--- config.mk ---
export PLATFORM = sky130hd
export DESIGN_NAME = ccc_top
export DESIGN_NICKNAME = d
export VERILOG_FILES = /design/src/core/ccc_pkg.sv /design/src/core/ccc_activity.sv /design/src/core/ccc_sync2.sv /design/src/core/ccc_top.sv
export SDC_FILE = /design/constraint.sdc
export NUM_CORES = 1
export LEC_CHECK = 0
export BUFFER_PORTS_ARGS = -buffer_cell sky130_fd_sc_hd__clkbuf_2
export CAP_MARGIN = 25
export CORE_MARGIN = 4
export CORE_UTILIZATION = 60
export DETAILED_ROUTE_END_ITERATION = 10
export PLACE_DENSITY = 0.84
export SYNTH_ARGS = -nofsm -noshare
export SYNTH_HDL_FRONTEND = slang
export SYNTH_SLANG_ARGS = --single-unit
--- constraint.sdc ---
create_clock -name aclk -period 4 [get_ports aclk]
set_input_delay 0.4 -clock aclk [delete_from_list [all_inputs] [get_ports aclk]]
set_output_delay 0.4 -clock aclk [all_outputs]
set_load 0.01 [all_outputs]
--- src/core/ccc_pkg.sv ---
// Package with register map, field positions, reset values and timing for clamp/sync config.
package ccc_pkg;

  // ----------------------------------------------------------------------------
  // Register indices; the byte address is four times the index.
  // ----------------------------------------------------------------------------
  localparam logic [5:0] IDX_CLAMP_SRC     = 6'h18;
  localparam logic [5:0] IDX_PLACEMENT     = 6'h19;
  localparam logic [5:0] IDX_DURATION      = 6'h1A;
  localparam logic [5:0] IDX_CLAMP_OFFSET  = 6'h1B;
  localparam logic [5:0] IDX_TEST_ONES     = 6'h1C;
  localparam logic [5:0] IDX_SLICED_SYNC   = 6'h1D;
  localparam logic [5:0] IDX_POWER_CHANNEL = 6'h1E;

  // ----------------------------------------------------------------------------
  // Reset values.
  // ----------------------------------------------------------------------------
  localparam logic [7:0] RST_CLAMP_SRC     = 8'h00;
  localparam logic [7:0] RST_PLACEMENT     = 8'h08;
  localparam logic [7:0] RST_DURATION      = 8'h20;
  localparam logic [7:0] RST_CLAMP_OFFSET  = 8'h53;
  localparam logic [7:0] RST_TEST_ONES     = 8'hFF;
  localparam logic [7:0] RST_SLICED_SYNC   = 8'h78;
  localparam logic [7:0] RST_POWER_CHANNEL = 8'h30;

  // ----------------------------------------------------------------------------
  // Field positions.
  // ----------------------------------------------------------------------------
  localparam int BIT_CLAMP_EXT   = 4;
  localparam int BIT_MID_RED     = 3;
  localparam int BIT_MID_GREEN   = 2;
  localparam int BIT_MID_BLUE    = 1;
  localparam int BIT_EXT_POL_OVR = 7;
  localparam int BIT_EXT_POL     = 6;
  localparam int BIT_AUTO_OFS    = 5;
  localparam int POS_RATE_LO     = 3;
  localparam int BIT_SLICE_POL   = 2;
  localparam int POS_SLICE_SEL   = 0;
  localparam int BIT_CHAN_OVR    = 7;
  localparam int BIT_CHAN_SEL    = 6;
  localparam int BIT_PD_AUTO     = 4;

  // ----------------------------------------------------------------------------
  // Auto-offset rates, bus responses and timing.
  // ----------------------------------------------------------------------------
  localparam logic [7:0] RATE_N0       = 8'h03;
  localparam logic [7:0] RATE_N1       = 8'h30;
  localparam logic [7:0] RATE_N2       = 8'hC0;
  localparam logic [7:0] RATE_NV       = 8'h03;
  localparam logic [1:0] RESP_OKAY     = 2'h0;
  localparam logic [1:0] RESP_DECERR   = 2'h3;
  localparam int         CLK_HZ        = 40_000_000;
  localparam int         ACT_TIMEOUT_US = 100;
  localparam int         ACT_TIMEOUT_CYC = ACT_TIMEOUT_US * (CLK_HZ / 1_000_000);

  typedef struct packed {
    logic [7:0]  clamp_src;
    logic [7:0]  placement;
    logic [7:0]  duration;
    logic [7:0]  clamp_offset;
    logic [7:0]  test_ones;
    logic [7:0]  sliced;
    logic [7:0]  power;
    logic        bvalid;
    logic [1:0]  bresp;
    logic        rvalid;
    logic [1:0]  rresp;
    logic [31:0] rdata;
    logic        hs_prev;
    logic        vs_prev;
    logic        clamp_prev;
    logic        ext_pol_auto;
    logic        placing;
    logic        clamping;
    logic [7:0]  place_cnt;
    logic [7:0]  dur_cnt;
    logic [7:0]  ofs_cnt;
    logic        ofs_pulse;
    logic        clamp_out;
    logic        chan;
    logic        sliced_out;
  } ccc_state_t;

endpackage

--- src/core/ccc_activity.sv ---
// Sync activity detector: active while an edge was seen within the timeout window.
module ccc_activity #(
  parameter int TIMEOUT = 4000
) (
  input  wire logic aclk,
  input  wire logic aresetn,
  input  wire logic level_in,
  output logic      active
);

  logic        prev;
  logic [15:0] count;

  // Each edge reloads the window; silence lets it run out.
  always_ff @(posedge aclk) begin
    if (!aresetn) begin
      prev   <= 1'b0;
      count  <= 16'h0000;
      active <= 1'b0;
    end else begin
      prev <= level_in;
      if (level_in != prev) begin
        count  <= 16'(TIMEOUT);
        active <= 1'b1;
      end else if (count != 16'h0000) begin
        count  <= count - 16'h0001;
        active <= (count != 16'h0001);
      end
    end
  end

endmodule

--- src/core/ccc_sync2.sv ---
// Two-stage synchroniser for a vector of asynchronous pin inputs.
module ccc_sync2 #(
  parameter int WIDTH = 1
) (
  input  wire logic             aclk,
  input  wire logic             aresetn,
  input  wire logic [WIDTH-1:0] async_in,
  output logic      [WIDTH-1:0] sync_out
);

  logic [WIDTH-1:0] first_stage;

  // The first stage feeds only the second; nothing else looks at it.
  always_ff @(posedge aclk) begin
    if (!aresetn) begin
      first_stage <= '0;
      sync_out    <= '0;
    end else begin
      first_stage <= async_in;
      sync_out    <= first_stage;
    end
  end

endmodule

--- src/core/ccc_top.sv ---
// Clamp, auto-offset, sliced sync and channel-select configuration with AXI4-Lite access.
//
// Notes on behaviour
// - Clamp source bit 4 picks the internal hsync-derived clamp when clear, external when set.
// - Bits 3, 2 and 1 clamp red, green and blue to ground when clear, to midscale when set.
// - The placement value (default 8) starts the clamp that many clocks plus 2 after the synchronised hsync trailing edge.
// - The duration value (default 32) sets how many clocks the generated clamp stays active.
// - External clamp polarity is found automatically unless the override bit is set.
// - With override bit 7 set, polarity bit 0 means active low external clamp, 1 active high.
// - Auto-offset bit 5 disables offset correction when clear and enables it when set.
// - The rate field runs correction every 3, 48 or 192 clamps, or every 3 vertical syncs.
// - Sliced sync polarity bit 2 makes the output active low when clear, active high when set.
// - Select field 1:0 routes green sync, raw hsync, regenerated or filtered sync to the output.
// - Channel override bit 7 clear lets the block choose the channel, set defers to bit 6.
// - Channel bit 6 applies on override or with syncs on both inputs, choosing channel 0 or 1.
// - Power-down select bit 4 picks manual control when clear, automatic when set, default set.
module ccc_top
  import ccc_pkg::*;
#(
  parameter int ADDR_W  = 8,
  parameter int TIMEOUT = ccc_pkg::ACT_TIMEOUT_CYC
) (
  input  wire logic              aclk,
  input  wire logic              aresetn,
  input  wire logic [ADDR_W-1:0] s_axi_awaddr,
  input  wire logic              s_axi_awvalid,
  output logic                   s_axi_awready,
  input  wire logic [31:0]       s_axi_wdata,
  input  wire logic [3:0]        s_axi_wstrb,
  input  wire logic              s_axi_wvalid,
  output logic                   s_axi_wready,
  output logic [1:0]             s_axi_bresp,
  output logic                   s_axi_bvalid,
  input  wire logic              s_axi_bready,
  input  wire logic [ADDR_W-1:0] s_axi_araddr,
  input  wire logic              s_axi_arvalid,
  output logic                   s_axi_arready,
  output logic [31:0]            s_axi_rdata,
  output logic [1:0]             s_axi_rresp,
  output logic                   s_axi_rvalid,
  input  wire logic              s_axi_rready,
  input  wire logic              horizontal_sync_input_zero,
  input  wire logic              horizontal_sync_input_one,
  input  wire logic              green_sync_input_zero,
  input  wire logic              green_sync_input_one,
  input  wire logic              vertical_sync_input,
  input  wire logic              external_clamp_input,
  input  wire logic              regenerated_sync,
  input  wire logic              filtered_sync,
  output logic                   clamp_active,
  output logic                   clamp_midscale_red,
  output logic                   clamp_midscale_green,
  output logic                   clamp_midscale_blue,
  output logic                   auto_offset_enable,
  output logic                   auto_offset_update,
  output logic                   sliced_sync_output,
  output logic                   channel_select,
  output logic                   power_down_auto
);

  import ccc_pkg::*;

  ccc_state_t s;
  ccc_state_t next_s;
  logic [5:0] pins;
  logic       act0;
  logic       act1;

  // ------------------------------------------------------------------------------
  // Pin synchronisers and sync activity detection
  // ------------------------------------------------------------------------------
  ccc_sync2 #(.WIDTH(6)) u_pins (
    .aclk     (aclk),
    .aresetn  (aresetn),
    .async_in ({vertical_sync_input, external_clamp_input, green_sync_input_one,
                green_sync_input_zero, horizontal_sync_input_one,
                horizontal_sync_input_zero}),
    .sync_out (pins)
  );

  ccc_activity #(.TIMEOUT(TIMEOUT)) u_act0 (
    .aclk     (aclk),
    .aresetn  (aresetn),
    .level_in (pins[0] | pins[2]),
    .active   (act0)
  );

  ccc_activity #(.TIMEOUT(TIMEOUT)) u_act1 (
    .aclk     (aclk),
    .aresetn  (aresetn),
    .level_in (pins[1] | pins[3]),
    .active   (act1)
  );

  logic       hs_sel;
  logic       gs_sel;
  logic       vs;
  logic       ext_raw;
  logic       ext_pol;
  logic       ext_on;
  logic       do_wr;
  logic       do_rd;
  logic [5:0] widx;
  logic [5:0] ridx;
  logic [7:0] rate_n;
  logic       ofs_event;
  logic       slice_src;

  // Selected channel's syncs and the normalised external clamp.
  always_comb begin
    hs_sel  = s.chan ? pins[1] : pins[0];
    gs_sel  = s.chan ? pins[3] : pins[2];
    ext_raw = pins[4];
    vs      = pins[5];
    ext_pol = s.clamp_offset[BIT_EXT_POL_OVR] ? s.clamp_offset[BIT_EXT_POL] : s.ext_pol_auto;
    ext_on  = ext_pol ? ext_raw : ~ext_raw;
  end

  // ------------------------------------------------------------------------------
  // Bus handshake
  // ------------------------------------------------------------------------------
  // Address and data are taken together; this holds the write path to one beat.
  assign s_axi_awready = s_axi_awvalid & s_axi_wvalid & ~s.bvalid;
  assign s_axi_wready  = s_axi_awready;
  assign s_axi_arready = s_axi_arvalid & ~s.rvalid;
  assign do_wr         = s_axi_awready;
  assign do_rd         = s_axi_arready;
  assign widx          = s_axi_awaddr[7:2];
  assign ridx          = s_axi_araddr[7:2];

  // Auto-offset rate target and the event that it counts.
  always_comb begin
    unique case (s.clamp_offset[POS_RATE_LO+1:POS_RATE_LO])
      2'h0: rate_n = RATE_N0;
      2'h1: rate_n = RATE_N1;
      2'h2: rate_n = RATE_N2;
      2'h3: rate_n = RATE_NV;
    endcase
    if (s.clamp_offset[POS_RATE_LO+1:POS_RATE_LO] == 2'h3) begin
      ofs_event = vs & ~s.vs_prev;
    end else begin
      ofs_event = s.clamp_out & ~s.clamp_prev;
    end
    unique case (s.sliced[POS_SLICE_SEL+1:POS_SLICE_SEL])
      2'h0: slice_src = gs_sel;
      2'h1: slice_src = hs_sel;
      2'h2: slice_src = regenerated_sync;
      2'h3: slice_src = filtered_sync;
    endcase
  end

  // ------------------------------------------------------------------------------
  // Next-state logic
  // ------------------------------------------------------------------------------
  always_comb begin
    next_s            = s;
    next_s.hs_prev    = hs_sel;
    next_s.vs_prev    = vs;
    next_s.clamp_prev = s.clamp_out;

    // register writes, low byte lane only
    if (do_wr && s_axi_wstrb[0]) begin
      unique case (widx)
        IDX_CLAMP_SRC:     next_s.clamp_src    = s_axi_wdata[7:0];
        IDX_PLACEMENT:     next_s.placement    = s_axi_wdata[7:0];
        IDX_DURATION:      next_s.duration     = s_axi_wdata[7:0];
        IDX_CLAMP_OFFSET:  next_s.clamp_offset = s_axi_wdata[7:0];
        IDX_TEST_ONES:     next_s.test_ones    = s_axi_wdata[7:0];
        IDX_SLICED_SYNC:   next_s.sliced       = s_axi_wdata[7:0];
        IDX_POWER_CHANNEL: next_s.power        = s_axi_wdata[7:0];
        default:           next_s.power        = s.power;
      endcase
    end
    if (do_wr) begin
      next_s.bvalid = 1'b1;
      next_s.bresp  = (widx >= IDX_CLAMP_SRC && widx <= IDX_POWER_CHANNEL) ? RESP_OKAY
                                                                          : RESP_DECERR;
    end else if (s_axi_bready) begin
      next_s.bvalid = 1'b0;
    end

    // read-back of stored values; unmapped reads as zero with an error
    if (do_rd) begin
      next_s.rvalid = 1'b1;
      next_s.rresp  = RESP_OKAY;
      unique case (ridx)
        IDX_CLAMP_SRC:     next_s.rdata = {24'h000000, s.clamp_src};
        IDX_PLACEMENT:     next_s.rdata = {24'h000000, s.placement};
        IDX_DURATION:      next_s.rdata = {24'h000000, s.duration};
        IDX_CLAMP_OFFSET:  next_s.rdata = {24'h000000, s.clamp_offset};
        IDX_TEST_ONES:     next_s.rdata = {24'h000000, s.test_ones};
        IDX_SLICED_SYNC:   next_s.rdata = {24'h000000, s.sliced};
        IDX_POWER_CHANNEL: next_s.rdata = {24'h000000, s.power};
        default: begin
          next_s.rdata = 32'h00000000;
          next_s.rresp = RESP_DECERR;
        end
      endcase
    end else if (s_axi_rready) begin
      next_s.rvalid = 1'b0;
    end

    // Auto polarity: the external clamp level at the hsync leading edge is its idle level.
    if (hs_sel && !s.hs_prev) begin
      next_s.ext_pol_auto = ~ext_raw;
    end

    // count placement clocks from the hsync trailing edge
    // then hold the clamp for the duration count
    if (!hs_sel && s.hs_prev) begin
      next_s.placing   = 1'b1;
      next_s.clamping  = 1'b0;
      next_s.place_cnt = s.placement;
    end else if (s.placing) begin
      if (s.place_cnt == 8'h00) begin
        next_s.placing  = 1'b0;
        next_s.clamping = (s.duration != 8'h00);
        next_s.dur_cnt  = s.duration;
      end else begin
        next_s.place_cnt = s.place_cnt - 8'h01;
      end
    end else if (s.clamping) begin
      next_s.dur_cnt  = s.dur_cnt - 8'h01;
      next_s.clamping = (s.dur_cnt != 8'h01);
    end

    next_s.clamp_out = s.clamp_src[BIT_CLAMP_EXT] ? ext_on : next_s.clamping;

    // pulse once per rate count of events
    next_s.ofs_pulse = 1'b0;
    if (!s.clamp_offset[BIT_AUTO_OFS]) begin
      next_s.ofs_cnt = 8'h00;
    end else if (ofs_event) begin
      if (s.ofs_cnt + 8'h01 >= rate_n) begin
        next_s.ofs_cnt   = 8'h00;
        next_s.ofs_pulse = 1'b1;
      end else begin
        next_s.ofs_cnt = s.ofs_cnt + 8'h01;
      end
    end

    // programmed bit on override or with syncs on both inputs
    if (s.power[BIT_CHAN_OVR] || (act0 && act1)) begin
      next_s.chan = s.power[BIT_CHAN_SEL];
    end else begin
      next_s.chan = act1;
    end

    next_s.sliced_out = s.sliced[BIT_SLICE_POL] ? slice_src : ~slice_src;
  end

  // ------------------------------------------------------------------------------
  // State register
  // ------------------------------------------------------------------------------
  always_ff @(posedge aclk) begin
    if (!aresetn) begin
      s              <= '0;
      s.clamp_src    <= RST_CLAMP_SRC;
      s.placement    <= RST_PLACEMENT;
      s.duration     <= RST_DURATION;
      s.clamp_offset <= RST_CLAMP_OFFSET;
      s.test_ones    <= RST_TEST_ONES;
      s.sliced       <= RST_SLICED_SYNC;
      s.power        <= RST_POWER_CHANNEL;
      s.sliced_out   <= 1'b1;
    end else begin
      s <= next_s;
    end
  end

  // Outputs come straight from state flip-flops.
  assign s_axi_bvalid         = s.bvalid;
  assign s_axi_bresp          = s.bresp;
  assign s_axi_rvalid         = s.rvalid;
  assign s_axi_rresp          = s.rresp;
  assign s_axi_rdata          = s.rdata;
  assign clamp_active         = s.clamp_out;
  assign clamp_midscale_red   = s.clamp_src[BIT_MID_RED];
  assign clamp_midscale_green = s.clamp_src[BIT_MID_GREEN];
  assign clamp_midscale_blue  = s.clamp_src[BIT_MID_BLUE];
  assign auto_offset_enable   = s.clamp_offset[BIT_AUTO_OFS];
  assign auto_offset_update   = s.ofs_pulse;
  assign sliced_sync_output   = s.sliced_out;
  assign channel_select       = s.chan;
  assign power_down_auto      = s.power[BIT_PD_AUTO];
endmodule

==> flow_summary_export.csv <==
group,metric,value,unit
run_status,status,"complete, no violations",
synthesis,synthFlopType,"dfxtp_1",
cells_and_area,n_antenna_cell,0,
synthesis,syn_avg_cell_area,8.87,µm²
synthesis,yosysSeqAreaShare,0.417,
setup_path,crit_required,4320,ps
setup_path,cp_slowest_cell,"a221oi_1",
clock_tree,cts_buffers,17,
timing,period_share,0.721,
floorplanning,die_width,118,µm
timing,setup_viol,0,
routing,drtAntennaViolNets,0,
setup_path,worstPathMaxFanout,6,
timing,finClkSkew,7.21,ps
global_routing,antenna_found_initial,0,
synthesis,synth.top_cell.area_share,0.417,
power,power_density,523,nW/µm²
clock_tree,clock_sinks,150,
clock_tree,clk_latency,420,ps
clock_tree,clkSlewWorstSetupHoldPaths,60,ps
timing,rsz0062_at_grt,"false",
clock_tree,htree_num_levels,4,
routing,vias_per_cell,5.96,
clock_tree,cts_tree,"done",
setup_path,critPathBufInv,1,
routing,firstDrtPassIters,5,
setup_path,cp-start-kind,"flip-flop",
setup_path,slowest_delay,490,ps
placed_design,place.gp.congestion,0.875,
global_routing,grt_pass1_wl,27900,µm
synthesis,netlist-cell-type-count,64,
placed_design,io_buffers,61,
worst_hold_path,min-delay-start,"green_sync_input_zero",
power,vdd_drop_max,0.363,mV
job,cap_violations,0,
timing,hold_viol,0,
cells_and_area,drive_gt1_frac,0.126,
timing,maxSlewHeadroom,0.346,
cells_and_area,stdcell_count,1009,
synthesis,ys_warn_count,0,
global_routing,grt_usage,0.243,
global_routing,grt_pass1_vias,5708,
synthesis,ys_ff_latch,150,
global_routing,grt_max_degree,71,
timing,tightest_slew,973,ps
setup_path,path_delay_family,"simple AND/OR/NAND/NOR gates",
setup_path,cp-end-kind,"flip-flop",
synthesis,synthTopCellsByCount,"150 x dfxtp_1, 104 x nor2_1, 71 x nand2_1",
setup_path,crit_type,"flip-flop to flip-flop",
floorplanning,ioPinCount,117,
placed_design,placement.cell_area,7400,µm²
floorplanning,die-area,13800,µm²
clock_tree,clock-root-buffer,"clkbuf_16",
synthesis,async_reset_ff_frac,0,
timing,fin_tns_setup,0,ps
floorplanning,fp-row-count,39,
setup_path,startpoint,"s[4]$_SDFFE_PN0P_",
timing,max_freq,347,MHz
placed_design,dp.cells,976,
clock_tree,postCtsResizedCells,0,
routing,vias,6016,
floorplanning,die_h,118,µm
clock_tree,cts_buffer_depth,2,
cells_and_area,layout.nets,939,
synthesis,synth.most_common_cell,"dfxtp_1",
global_routing,grt_overflow,0,
clock_tree,postCtsSetupBuffers,0,
synthesis,synth_area_leader_cell,"dfxtp_1",
synthesis,synth-edff-count,0,
synthesis,syn_inst,812,
cells_and_area,area_growth,11.0,%
power,power_leakage,3.32,nW
cells_and_area,finalInstanceArea,8000,µm²
floorplanning,core_area,11600,µm²
placed_design,dp_hpwl,11300,µm
routing,routedWlPerCell,16.5,µm
setup_path,path_cells,"and3_1 > nand3_1 > nor2_1 > xnor2_1 > inv_1 > ha_1 > and3_1 > a221oi_1 > nand2_1 > o31ai_1",
clock_tree,cts-hold-fix-buffers,0,
setup_path,worstReg2RegStart,"s[4]$_SDFFE_PN0P_",
worst_hold_path,timing.hold.worst.class,"input pin to flip-flop",
setup_path,arrival,3210,ps
routing,route.detailed.drc,0,
setup_path,worst_path_most_repeated_cell,"and3_1",
routing,drt_iter0_drc,563,
timing,slew_viol_final,0,
timing,fin_crit,2880,ps
floorplanning,initial_core_util,0.623,
routing,wirelength,16600,µm
synthesis,synth_area,7200,µm²
power,p_total,4.18,mW
synthesis,yosys-top-cells-area,"dfxtp_1 42%, mux2i_1 8.8%, nor2_1 5.4%",
-- final cells by class --
type | instances | area, µm²
Timing Repair Buffer | 66 | 340
Tap cell | 143 | 179
Clock inverter | 11 | 125
Clock buffer | 21 | 460
Sequential cell | 150 | 3000
Fill cell | 919 | 3570
Multi-Input combinational cell | 592 | 3790
Inverter | 26 | 97.6
-- metal layers --
metal / up-vias / track usage / part of all wire
met5: - / 0 / 0
met4: 0 / 0.111 / 0.031
met3: 45 / 0.0538 / 0.060
met2: 212 / 0.405 / 0.48
met1: 2838 / 0.303 / 0.43
li1: 2921 / - / -
-- metrics by stage --
step	hold WS (ps)	util	setup WS (ps)
6_report	180	0.691	1120
5_1_grt	169	0.691	853
4_1_cts	172	0.691	1130
3_5_place_dp	421	0.640	1150
3_3_place_gp	418	0.640	1290
2_1_floorplan	412	-	1580
-- layout by cell type (no fill, tap or decap), types with 5 or more instances in the layout --
cell / count
conb_1: 24
xor2_1: 21
nor4_1: 19
o21ai_0: 23
dfxtp_1: 150
nor2b_1: 5
a221oi_1: 17
a211oi_1: 7
nor3_1: 14
nand2_1: 71
xnor2_1: 14
a31oi_1: 9
nand2b_1: 12
clkbuf_2: 61
nand4_1: 9
clkbuf_16: 17
inv_1: 25
mux2i_1: 63
ha_1: 19
a22o_1: 14
nor2_1: 104
or3_1: 5
or4_1: 5
and2_1: 18
o31ai_1: 5
a21oi_1: 28
clkinvlp_4: 5
nand3_1: 24
a22oi_1: 10
-- sequential cells by signal (all words and copies together), names as in the netlist, 6 cells and up --
signal              count
s_axi_rdata             8
u_pins.sync_out         6
u_act1.count           16
s                      81
u_act0.count           16
u_pins.first_stage      6
-- final timing paths --
kind | to | slack [ps] | cells past startpoint
setup / recovery | s[5]$_SDFFE_PN0P_ | 1120 | 10
hold / removal | u_pins.first_stage[2]$_SDFF_PN0_ | 180 | 2
setup reg to reg | s[5]$_SDFFE_PN0P_ | 1120 | 10
hold reg to reg | u_pins.sync_out[4]$_SDFF_PN0_ | 430 | 1
-- cells by family (layout without fill, tap and decap cells) --
kind of cell,count (synthesis),count (layout),share of synthesized area
simple gates,310,310,0.214
fa+ha+maj,19,19,0.0330
xor+xnor,35,35,0.0426
other cells,1,24,0.000521
flops,150,150,0.417
buf+inv,93,124,0.0691
compound gates,141,141,0.137
mux,63,63,0.0875
-- where the power goes --
part	switching (mW)	internal, mW
clock	0.619	0.951
sequential	0.131	1.62
combinational	0.507	0.351
total	1.26	2.92
Note: power is estimated with default switching activity, not from simulation.
